===== src/include/reset_monitor_pkg.sv =====
// Purpose: shared constants and types for the reset cause flags and clock loss monitor
// Assumes: block clock is the internal oscillator clock at 250 MHz
// Notes:   all offsets, field positions, reset values and timing counts live here

// ==========================================================================
// package
// ==========================================================================
package reset_monitor_pkg;

  // reset cause flag register layout
  localparam int unsigned         FLAGS_WIDTH        = 8;
  localparam int unsigned         WATCHDOG_FLAG_BIT  = 4;
  localparam int unsigned         CLOCK_LOSS_FLAG_BIT = 1;
  localparam int unsigned         UNDERVOLT_FLAG_BIT = 0;
  localparam logic [7:0]          FLAGS_USED_MASK    = 8'h13;
  localparam logic [7:0]          FLAGS_RESET        = 8'h00;

  // clock loss mode register
  localparam int unsigned         CLOCK_LOSS_ENABLE_BIT = 0;
  localparam logic [7:0]          CLOCK_LOSS_MODE_RESET = 8'h00;
  localparam logic [7:0]          CLOCK_LOSS_MODE_MASK  = 8'h01;

  // undervoltage control and level registers
  localparam logic [7:0]          UNDERVOLT_REG_RESET = 8'h00;

  // oscillator halt bit position in the oscillator and cpu clock control registers
  localparam int unsigned         OSC_HALT_BIT = 7;

  // timing
  localparam int unsigned         CLK_PERIOD_PS      = 4000;
  localparam int unsigned         LOSS_TIME_NS       = 32;
  localparam int unsigned         LOSS_CYCLES        = (LOSS_TIME_NS * 1000 + CLK_PERIOD_PS - 1) / CLK_PERIOD_PS;
  localparam int unsigned         SYNC_STAGES        = 2;

  // clock monitor states
  typedef enum logic [2:0] {
    MON_SUSPENDED = 3'b001,
    MON_WATCHING  = 3'b010,
    MON_TRIPPED   = 3'b100
  } mon_state_t;

endpackage


===== src/hw/hs_clock_watch.sv =====
// Purpose: detects a stopped high-speed clock by sampling it on the internal oscillator clock
// Assumes: hs_clk is asynchronous to clk and toggles well within loss_cycles clock periods
// Notes:   lost is a registered level, cleared whenever arm is low

`timescale 1ns/1ps
`default_nettype none

module hs_clock_watch
  import reset_monitor_pkg::*;
#(
  parameter int unsigned LOSS_COUNT = LOSS_CYCLES
) (
  input  wire logic clk,
  input  wire logic nrst,
  input  wire logic ce,
  input  wire logic hs_clk,
  input  wire logic arm,
  output logic      lost
);

  localparam int unsigned CW = $clog2(LOSS_COUNT + 1);

  // ========================================================================
  // elaboration check
  // ========================================================================
  if (LOSS_COUNT < 2) begin : g_bad_count
    $error("hs_clock_watch: LOSS_COUNT must be at least 2");
  end

  // ========================================================================
  // sampling and edge detection
  // ========================================================================
  logic          hs_meta;
  logic          hs_sync;
  logic          hs_prev;
  logic [CW-1:0] idle_count;
  wire           hs_edge   = hs_sync ^ hs_prev;
  wire           count_end = (idle_count == CW'(LOSS_COUNT - 1));

  always_ff @(posedge clk or negedge nrst) begin
    if (!nrst) begin
      hs_meta <= 1'b0;
      hs_sync <= 1'b0;
      hs_prev <= 1'b0;
    end else if (ce) begin
      hs_meta <= hs_clk;
      hs_sync <= hs_meta;
      hs_prev <= hs_sync;
    end
  end

  // ========================================================================
  // idle counter: restarts on every sampled edge
  // ========================================================================
  always_ff @(posedge clk or negedge nrst) begin
    if (!nrst) begin
      idle_count <= '0;
      lost       <= 1'b0;
    end else if (ce) begin
      if (!arm || hs_edge) begin
        idle_count <= '0;
        lost       <= 1'b0;
      end else if (count_end) begin
        lost <= 1'b1;
      end else begin
        idle_count <= idle_count + CW'(1);
      end
    end
  end

endmodule

`default_nettype wire


===== src/hw/reset_source_flags_clock_monitor.sv =====
// Purpose: reset cause flags, undervoltage register reset policy and clock loss monitor
// Assumes: clk is the internal oscillator clock; source requests are levels in the clk domain
// Notes:   ext_reset_in and power_on_clear are synchronised before use
//
// Overview of operation
// software reads the reset cause flags as a whole byte only; no writes
// external reset, power-on clear and any read clear all cause flags
// bit 4 set means the watchdog requested a reset
// bit 1 set whenever the clock monitor requests a reset; the code does not set it while an external reset or power-on clear is active
// bit 0 set when the undervoltage detector requests a reset
// a zero flag means no request from its source or flags cleared since
// each reset sets only its own flag; external and power-on clear all
// software must use a full byte read, never a single-bit read
// undervoltage registers clear on all resets except an undervoltage reset
// monitor samples high-speed clock on internal clock, resets when it stops
// monitoring suspended after reset release until stabilization ends
// monitoring suspended in stop mode and the following stabilization time
// suspended while software halts the oscillator, plus following stabilization
// monitoring suspended while the internal oscillator is stopped
// a single mode register controls the monitor, resetting to zero
// enable bit stays set once written; only resets clear it
// a monitor reset clears the enable bit and sets the clock loss flag
// enable set while suspended starts monitoring after stabilization ends
// unused flag bits read zero and are otherwise ignored

`timescale 1ns/1ps
`default_nettype none

module reset_source_flags_clock_monitor
  import reset_monitor_pkg::*;
#(
  parameter int unsigned LOSS_COUNT = LOSS_CYCLES
) (
  input  wire logic       clk,
  input  wire logic       nrst,
  input  wire logic       ce,
  input  wire logic       ext_reset_in,
  input  wire logic       power_on_clear,
  input  wire logic       watchdog_reset_req,
  input  wire logic       undervoltage_reset_req,
  input  wire logic       hs_clk,
  input  wire logic       stop_mode,
  input  wire logic       osc_settle_done,
  input  wire logic       int_osc_stopped,
  input  wire logic [7:0] main_osc_control_reg,
  input  wire logic [7:0] processor_clock_control_reg,
  input  wire logic       flags_rd,
  output logic      [7:0] flags_rdata,
  input  wire logic       mode_wr,
  input  wire logic [7:0] mode_wdata,
  output logic      [7:0] clock_loss_mode_reg,
  input  wire logic       uv_ctrl_wr,
  input  wire logic [7:0] uv_ctrl_wdata,
  output logic      [7:0] undervoltage_control_reg,
  input  wire logic       uv_level_wr,
  input  wire logic [7:0] uv_level_wdata,
  output logic      [7:0] undervoltage_level_reg,
  output logic            internal_reset,
  output logic            clock_loss_reset,
  output logic            monitor_active
);

  // ========================================================================
  // pin synchronisers
  // ========================================================================
  logic [1:0] pin_meta;
  logic [1:0] pin_sync;
  wire  [1:0] pin_raw = {power_on_clear, ext_reset_in};

  for (genvar i = 0; i < 2; i++) begin : g_sync
    always_ff @(posedge clk or negedge nrst) begin
      if (!nrst) begin
        pin_meta[i] <= 1'b0;
        pin_sync[i] <= 1'b0;
      end else if (ce) begin
        pin_meta[i] <= pin_raw[i];
        pin_sync[i] <= pin_meta[i];
      end
    end
  end

  wire ext_rst = pin_sync[0];
  wire por_rst = pin_sync[1];

  // ========================================================================
  // reset source decode
  // ========================================================================
  logic clock_loss_trip;

  // flag update: clear, then set each requesting source so a set wins
  function automatic logic [7:0] next_flag_value(
    input logic [7:0] cur,
    input logic       clear_all,
    input logic       wd,
    input logic       loss,
    input logic       uv
  );
    logic [7:0] v;
    v = clear_all ? FLAGS_RESET : cur;
    v[WATCHDOG_FLAG_BIT]   = v[WATCHDOG_FLAG_BIT] | wd;
    v[CLOCK_LOSS_FLAG_BIT] = v[CLOCK_LOSS_FLAG_BIT] | loss;
    v[UNDERVOLT_FLAG_BIT]  = v[UNDERVOLT_FLAG_BIT] | uv;
    return v & FLAGS_USED_MASK;
  endfunction

  wire hard_clear   = ext_rst | por_rst;
  wire src_watchdog = watchdog_reset_req & ~hard_clear;
  wire src_loss     = clock_loss_trip & ~hard_clear;
  wire src_uv       = undervoltage_reset_req & ~hard_clear;
  wire any_reset    = hard_clear | watchdog_reset_req | clock_loss_trip | undervoltage_reset_req;
  wire uv_clear     = hard_clear | watchdog_reset_req | clock_loss_trip;

  // ========================================================================
  // reset cause flags
  // ========================================================================
  logic [7:0] cause_flags;
  wire  [7:0] next_flags = next_flag_value(cause_flags, hard_clear | flags_rd,
                                           src_watchdog, src_loss, src_uv);

  always_ff @(posedge clk or negedge nrst) begin
    if (!nrst) begin
      cause_flags <= FLAGS_RESET;
      flags_rdata <= FLAGS_RESET;
    end else if (ce) begin
      cause_flags <= next_flags;
      if (flags_rd) begin
        flags_rdata <= cause_flags & FLAGS_USED_MASK;
      end
    end
  end

  // ========================================================================
  // undervoltage control and level registers
  // ========================================================================
  always_ff @(posedge clk or negedge nrst) begin
    if (!nrst) begin
      undervoltage_control_reg <= UNDERVOLT_REG_RESET;
      undervoltage_level_reg   <= UNDERVOLT_REG_RESET;
    end else if (ce) begin
      if (uv_clear) begin
        undervoltage_control_reg <= UNDERVOLT_REG_RESET;
        undervoltage_level_reg   <= UNDERVOLT_REG_RESET;
      end else if (!any_reset) begin
        if (uv_ctrl_wr) begin
          undervoltage_control_reg <= uv_ctrl_wdata;
        end
        if (uv_level_wr) begin
          undervoltage_level_reg <= uv_level_wdata;
        end
      end
    end
  end

  // ========================================================================
  // clock loss mode register
  // ========================================================================
  wire enable_now = clock_loss_mode_reg[CLOCK_LOSS_ENABLE_BIT];
  wire enable_set = mode_wr & mode_wdata[CLOCK_LOSS_ENABLE_BIT];

  always_ff @(posedge clk or negedge nrst) begin
    if (!nrst) begin
      clock_loss_mode_reg <= CLOCK_LOSS_MODE_RESET;
    end else if (ce) begin
      if (any_reset) begin
        clock_loss_mode_reg <= CLOCK_LOSS_MODE_RESET;
      end else if (enable_set) begin
        clock_loss_mode_reg <= (clock_loss_mode_reg | mode_wdata) & CLOCK_LOSS_MODE_MASK;
      end
    end
  end

  // ========================================================================
  // suspension tracking
  // ========================================================================
  wire osc_halted = main_osc_control_reg[OSC_HALT_BIT] | processor_clock_control_reg[OSC_HALT_BIT];
  wire suspend_cause = any_reset | stop_mode | osc_halted;
  logic settle_wait;
  logic released;

  always_ff @(posedge clk or negedge nrst) begin
    if (!nrst) begin
      settle_wait <= 1'b1;
      released    <= 1'b0;
    end else if (ce) begin
      released <= 1'b1;
      if (suspend_cause || !released) begin
        settle_wait <= 1'b1;
      end else if (osc_settle_done) begin
        settle_wait <= 1'b0;
      end
    end
  end

  // no watching while the oscillator is still settling, whatever started the wait
  wire may_watch = enable_now & ~settle_wait & osc_settle_done & ~suspend_cause & ~int_osc_stopped;

  // ========================================================================
  // clock monitor state machine
  // ========================================================================
  mon_state_t mon_state;
  mon_state_t next_mon_state;
  logic       hs_lost;

  always_comb begin
    next_mon_state = mon_state;
    case (mon_state)
      MON_SUSPENDED: begin
        if (may_watch) begin
          next_mon_state = MON_WATCHING;
        end
      end
      MON_WATCHING: begin
        if (!may_watch) begin
          next_mon_state = MON_SUSPENDED;
        end else if (hs_lost) begin
          next_mon_state = MON_TRIPPED;
        end
      end
      MON_TRIPPED: begin
        next_mon_state = MON_SUSPENDED;
      end
      default: begin
        next_mon_state = MON_SUSPENDED;
      end
    endcase
  end

  always_ff @(posedge clk or negedge nrst) begin
    if (!nrst) begin
      mon_state <= MON_SUSPENDED;
    end else if (ce) begin
      mon_state <= next_mon_state;
    end
  end

  assign clock_loss_trip = (mon_state == MON_TRIPPED);
  wire   watching        = (mon_state == MON_WATCHING);

  hs_clock_watch #(
    .LOSS_COUNT (LOSS_COUNT)
  ) u_watch (
    .clk    (clk),
    .nrst   (nrst),
    .ce     (ce),
    .hs_clk (hs_clk),
    .arm    (watching),
    .lost   (hs_lost)
  );

  // ========================================================================
  // outputs
  // ========================================================================
  always_ff @(posedge clk or negedge nrst) begin
    if (!nrst) begin
      internal_reset   <= 1'b1;
      clock_loss_reset <= 1'b0;
      monitor_active   <= 1'b0;
    end else if (ce) begin
      internal_reset   <= any_reset;
      clock_loss_reset <= clock_loss_trip;
      monitor_active   <= watching;
    end
  end

endmodule

`default_nettype wire


===== config.mk =====
export PLATFORM = sky130hd
export DESIGN_NAME = reset_source_flags_clock_monitor
export DESIGN_NICKNAME = d
export VERILOG_FILES = /design/src/include/reset_monitor_pkg.sv /design/src/hw/hs_clock_watch.sv /design/src/hw/reset_source_flags_clock_monitor.sv
export SDC_FILE = /design/constraint.sdc
export NUM_CORES = 1
export LEC_CHECK = 0
export ABC_CLOCK_PERIOD_IN_PS = 3350
export BUFFER_PORTS_ARGS = -buffer_cell sky130_fd_sc_hd__buf_2
export CAP_MARGIN = 20
export CORE_MARGIN = 1
export CORE_UTILIZATION = 30
export DETAILED_ROUTE_END_ITERATION = 7
export PLACE_DENSITY_LB_ADDON = 0.3
export SYNTH_ARGS = -nofsm -noshare
export SYNTH_HDL_FRONTEND = slang
export SYNTH_SLANG_ARGS = --single-unit

===== constraint.sdc =====
create_clock -name clk -period 3.35 [get_ports clk]
set_input_delay 0 -clock clk [delete_from_list [all_inputs] [get_ports clk]]
set_output_delay 0 -clock clk [all_outputs]
set_load 0.005 [all_outputs]

# After elaboration in Yosys (flattened, before gate mapping)
# Cells that the tools add are included.
# totals
reg_bits,50
input_bits,55
out_inout_bits,35
elab_cells,90
# op_classes
add_sub_neg,1
n_eq_ne,8
muxes,19
bitwise_logic,25
n_reduce_logical,17
# ops
op,count
8-bit two-way mux,8
1-bit OR,12
2-bit AND reduction,5
2-bit nonzero test,5
3-bit two-way mux,3
3-bit AND reduction,3
1-bit AND,8
4-bit two-way mux,2
3-bit case mux with 2 select lines,1
5-bit two-way mux,1
"4-bit by 1-bit adder with 4-bit output, second input constant",1
"4-bit by 3-bit equality test with 1-bit output, second input constant",1
1-bit two-way mux,4
"2-bit inequality test, second input constant",2
1-bit NOT,4
"3-bit by 1-bit equality test with 1-bit output, second input constant",1
"3-bit by 2-bit equality test with 1-bit output, second input constant",1
"3-bit equality test, second input constant",1
"3-bit inequality test, second input constant",1
1-bit logical NOT,2
1-bit logical OR,2
"2-bit by 1-bit inequality test with 1-bit output, second input constant",1
1-bit bitwise XOR,1

# Depth between registers and ports, before layout
# depth
ltp_word,11
ltp_mapped,5
ltp_nobuf,5

# Modules after synthesis
# From an unflattened synthesis, not the netlist that was laid out.
# hier_totals
cells_unflattened,189
hier_area_um2,2031.9
# modules_own_cells
module,instances,cells_per_inst,area_each_um2,seq_area_each_um2
reset_source_flags_clock_monitor,1,154,1629.1,879.6
hs_clock_watch,1,35,402.9,200.2

# Worst setup path after synthesis
# OpenSTA, ideal clock, no wires.
# synth_path
kind,reg2reg
from,"register pin_sync[1], in the netlist por_rst"
to,register undervoltage_level_reg[1]
setup_ps,126
t_arrival_ps,1341
required_ps,3224
path_slack_ps,1883
path_stages_with_launch,5
n_path_buf,1
period_less_slack_ps,1467
cell_sequence,dfrtp_1 > or2_4 > o41ai_4 > buf_6 > o21ai_0
# synth_between
elab_chain_cells,6
word_cells_on_any_way,8
classes_between,eq/ne (1); mux (1); bitwise (4); reduce/logical (2)
# synth_rtl
element,line,source
"start, declared",reset_source_flags_clock_monitor.sv:67,logic [1:0] pin_sync;
"start signal, assigned by index",reset_source_flags_clock_monitor.sv:77,pin_sync[i] <= pin_meta[i];
1-bit OR *,reset_source_flags_clock_monitor.sv:106,wire hard_clear = ext_rst | por_rst;
1-bit OR * (2 in series),"reset_source_flags_clock_monitor.sv:110, reset_source_flags_clock_monitor.sv:111",
1-bit OR,reset_source_flags_clock_monitor.sv:110,wire any_reset = hard_clear | watchdog_reset_req | clock_loss_trip | undervoltage_reset_req;
2-bit by 1-bit inequality test with 1-bit output (no source line),--,
3-bit AND reduction (no source line),--,
"end signal, assigned",reset_source_flags_clock_monitor.sv:148,undervoltage_level_reg <= uv_level_wdata;
"end, declared",reset_source_flags_clock_monitor.sv:57,"output logic [7:0] undervoltage_level_reg,"
# Mark *: on every way between the ends. The rest lies on a longest branch, timed or not.
# A chain may end at the register's enable or synchronous reset.

# Worst setup path after layout
# layout_path
from,"register pin_sync[1], in the netlist por_rst"
to,register undervoltage_control_reg[5]
# layout_between
elab_chain_cells,6
word_cells_on_any_way,8
classes_between,eq/ne (1); mux (1); bitwise (4); reduce/logical (2)
# layout_rtl
element,line,source
1-bit OR *,reset_source_flags_clock_monitor.sv:106,
1-bit OR * (2 in series),"reset_source_flags_clock_monitor.sv:110, reset_source_flags_clock_monitor.sv:111",
1-bit OR,reset_source_flags_clock_monitor.sv:110,
2-bit by 1-bit inequality test with 1-bit output (no source line),--,
3-bit AND reduction (no source line),--,
"end signal, assigned",reset_source_flags_clock_monitor.sv:145,undervoltage_control_reg <= uv_ctrl_wdata;
"end, declared",reset_source_flags_clock_monitor.sv:54,"output logic [7:0] undervoltage_control_reg,"
# Marked as above.

==> impl_metrics.ini <==
[status]
outcome = completed

[die]
row_count = 29
die_w_um = 83.10
die_area_um2 = 6906
core_area_um2 = 6350
die_h_um = 83.10
start_util_pct = 31.07
pin_count = 90

[clocking]
htree_levels = 2
numClockSinks = 43
path_clk_slew_ns = 0.08
tritoncts = done
clkLatencyLatePin_ns = 0.29
cts_root_buf = clkbuf_8
cts_max_path_buffers = 2
numCtsBuffers = 5
cts.repair.resized = 0

[global_route]
grt_max_degree = 44
track_usage_pct = 12.91
antenna_found_initial = 0
first_global_vias = 1554
grt_pass1_wl_mm = 7.245
overflow = 0

[worst_setup_path]
cp_num_buf_inv = 0
crit_path_cell_trace = or2_4, o41ai_4, o21ai_0
cp-start-kind = flip-flop
cp_top_family = compound AO/OA/AOI/OAI gates
r2r-start = por_rst
cp_slowest_cell = o41ai_4
cpPeakStageDelay_ns = 0.76
endpoint_kind = flip-flop
worstPathMaxFanout = 16
cp.depth = 3
crit_required_ns = 3.48
crit_type = reg2reg
timing.critical_path.from = por_rst
cp_data_arrival_time_ns = 1.97
ff2ff_path_depth = 3

[cells_and_area]
drive_gt1_share_pct = 32.95
n_antenna_cell = 0
fin_nets = 316
final_core_util_pct = 40.79
area_growth_pct = 31.26
final_common_cell = buf_2
mostFrequentLayoutCells = 56 x buf_2, 40 x dfrtp_1, 38 x nand2_1

[flow_run]
cap_violations = 0

[yosys]
ys_warn_count = 0
synth-simple-area-share_pct = 15.47
synthArstFlopShare_pct = 100.0
synth.area.mux_share_pct = 6.848
synth_compound_area_share_pct = 12.49
syn_inst = 183
synthTopCellsByArea = dfrtp_1 51%, nand2_1 7.2%, mux2_2 6.8%
yosysSeqAreaShare_pct = 54.72
synth_top_area_share_pct = 50.73
synth_flop_cell = dfrtp_1
synth_xor_area_share_pct = 1.776
avgSynthCellArea_um2 = 10.78
synth_edf_count = 0
synth-seq-cells = 43
synth_top_cell_by_area = dfrtp_1
synth_area_um2 = 1973
synth_top_family_by_area = simple AND/OR/NAND/NOR gates
synth_fa_ha_area_share_pct = 0.6341
yosysUniqueCellTypes = 37

[power_and_ir_drop]
p_int_mw = 0.8292
power_frac_comb_pct = 15.1
power.static_leakage_nw = 1.256
power.density_nw_per_um2 = 425.7
p_switching_mw = 0.2732
pwr-share-clk_pct = 32.6
seq_power_share_pct = 52.4
switching_share_pct = 24.79
vdd_drop_max_uv = 278.1

[route]
firstDrtPassIters = 4
vias = 1510
drcViolationCount = 0
drtIter0Drc = 47
vias_per_cell = 4.467
wirelength_mm = 4.009
wl_per_cell_um = 11.86
postRouteAntennaNets = 0

[placed_design]
port_buffers = 56
dp_hpwl_mm = 2.674
place_congestion = 0.7390

[timing]
final.min_clock_period_ns = 1.841
whs_ns = 0.01269
fmax_ghz = 0.5432
relSlewSlack_pct = 46.90
max_slew.worst_pin.slew_ns = 0.7937
finalHoldViolCount = 0
report.final.slew_viol_count = 0
fin_worst_skew_ns = 0.003513
finalSetupTns_ns = 0
grt_setup_unrepaired = false
fin_crit_sh_pct = 54.96
setup_viol = 0

[worst_hold_path]
hp-start = mode_wr
hold_class = in2reg
hold_depth = 3
[through the flow]
step / power, mW / instances / worst slack [ns] / cell area, um^2
after floorplan: 0.6795 / 194 / 1.883 / 2014
after global placement: 0.7324 / 309 / 1.491 / 2262
after detailed placement: 0.7360 / 309 / 1.471 / 2262
after CTS: 1.121 / 337 / 1.457 / 2562
after global routing: 1.171 / 338 / 1.323 / 2590
final: 1.102 / 338 / 1.509 / 2590
[Yosys cell counts (all sizes together) (3+ instances only)]
| cell | count |
|---|---|
| nor2 | 6 |
| mux2 | 12 |
| inv | 5 |
| o21ai | 18 |
| a21oi | 3 |
| dfrtp | 40 |
| nor3 | 4 |
| nand3 | 4 |
| buf | 18 |
| xor2 | 3 |
| nand4 | 3 |
| dfstp | 3 |
| a32o | 3 |
| nand2 | 38 |
[logic make-up after synthesis]
logic type | count (synthesis)
flops | 43
compound gates | 34
other cells | 1
simple gates | 64
xor+xnor | 4
fa+ha+maj | 1
mux | 12
buf+inv | 24
[worst min-delay path, cell delays in order]
cell and delay, ns:
buf_2 0.07, a31oi_1 0.07, a21oi_1 0.11
[layer usage]
layer,track usage (%),share of wire (%)
met5,0,0
met4,4.232,1.0
met3,3.280,4.2
met2,21.16,47
met1,16.66,48
[power by group through the flow]
stage | sequential [mW] | combinational (mW) | clock, mW
floorplan | 0.587 | 0.0923 | 0
global placement | 0.587 | 0.145 | 0
detailed placement | 0.588 | 0.148 | 0
CTS | 0.578 | 0.165 | 0.378
global route | 0.584 | 0.188 | 0.400
finish | 0.577 | 0.166 | 0.359
[cell type report]
type                            count  area (um^2)
Fill cell                         641         3760
Sequential cell                    43         1080
Multi-Input combinational cell    127        779.5
Timing Repair Buffer               78        515.5
Clock buffer                        8        100.1
Tap cell                           77        96.34
Inverter                            5        18.77
[worst paths after layout]
path / to / slack, ns
max reg2reg: undervoltage_control_reg[5] / 1.51
min: clock_loss_mode_reg[0] / 0.01
min in group asynchronous: u_watch.idle_count[0] / 0.23
max in group asynchronous: undervoltage_level_reg[1] / 2.63
max: undervoltage_control_reg[5] / 1.51
min reg2reg: released / 0.48
[what timing repair did]
item | in CTS | in global routing
hold buffers | 20 | 0
setup buffers | 0 | 0
hold endpoints to repair | 59 | 0
Note: power is estimated with default switching activity, not from simulation.
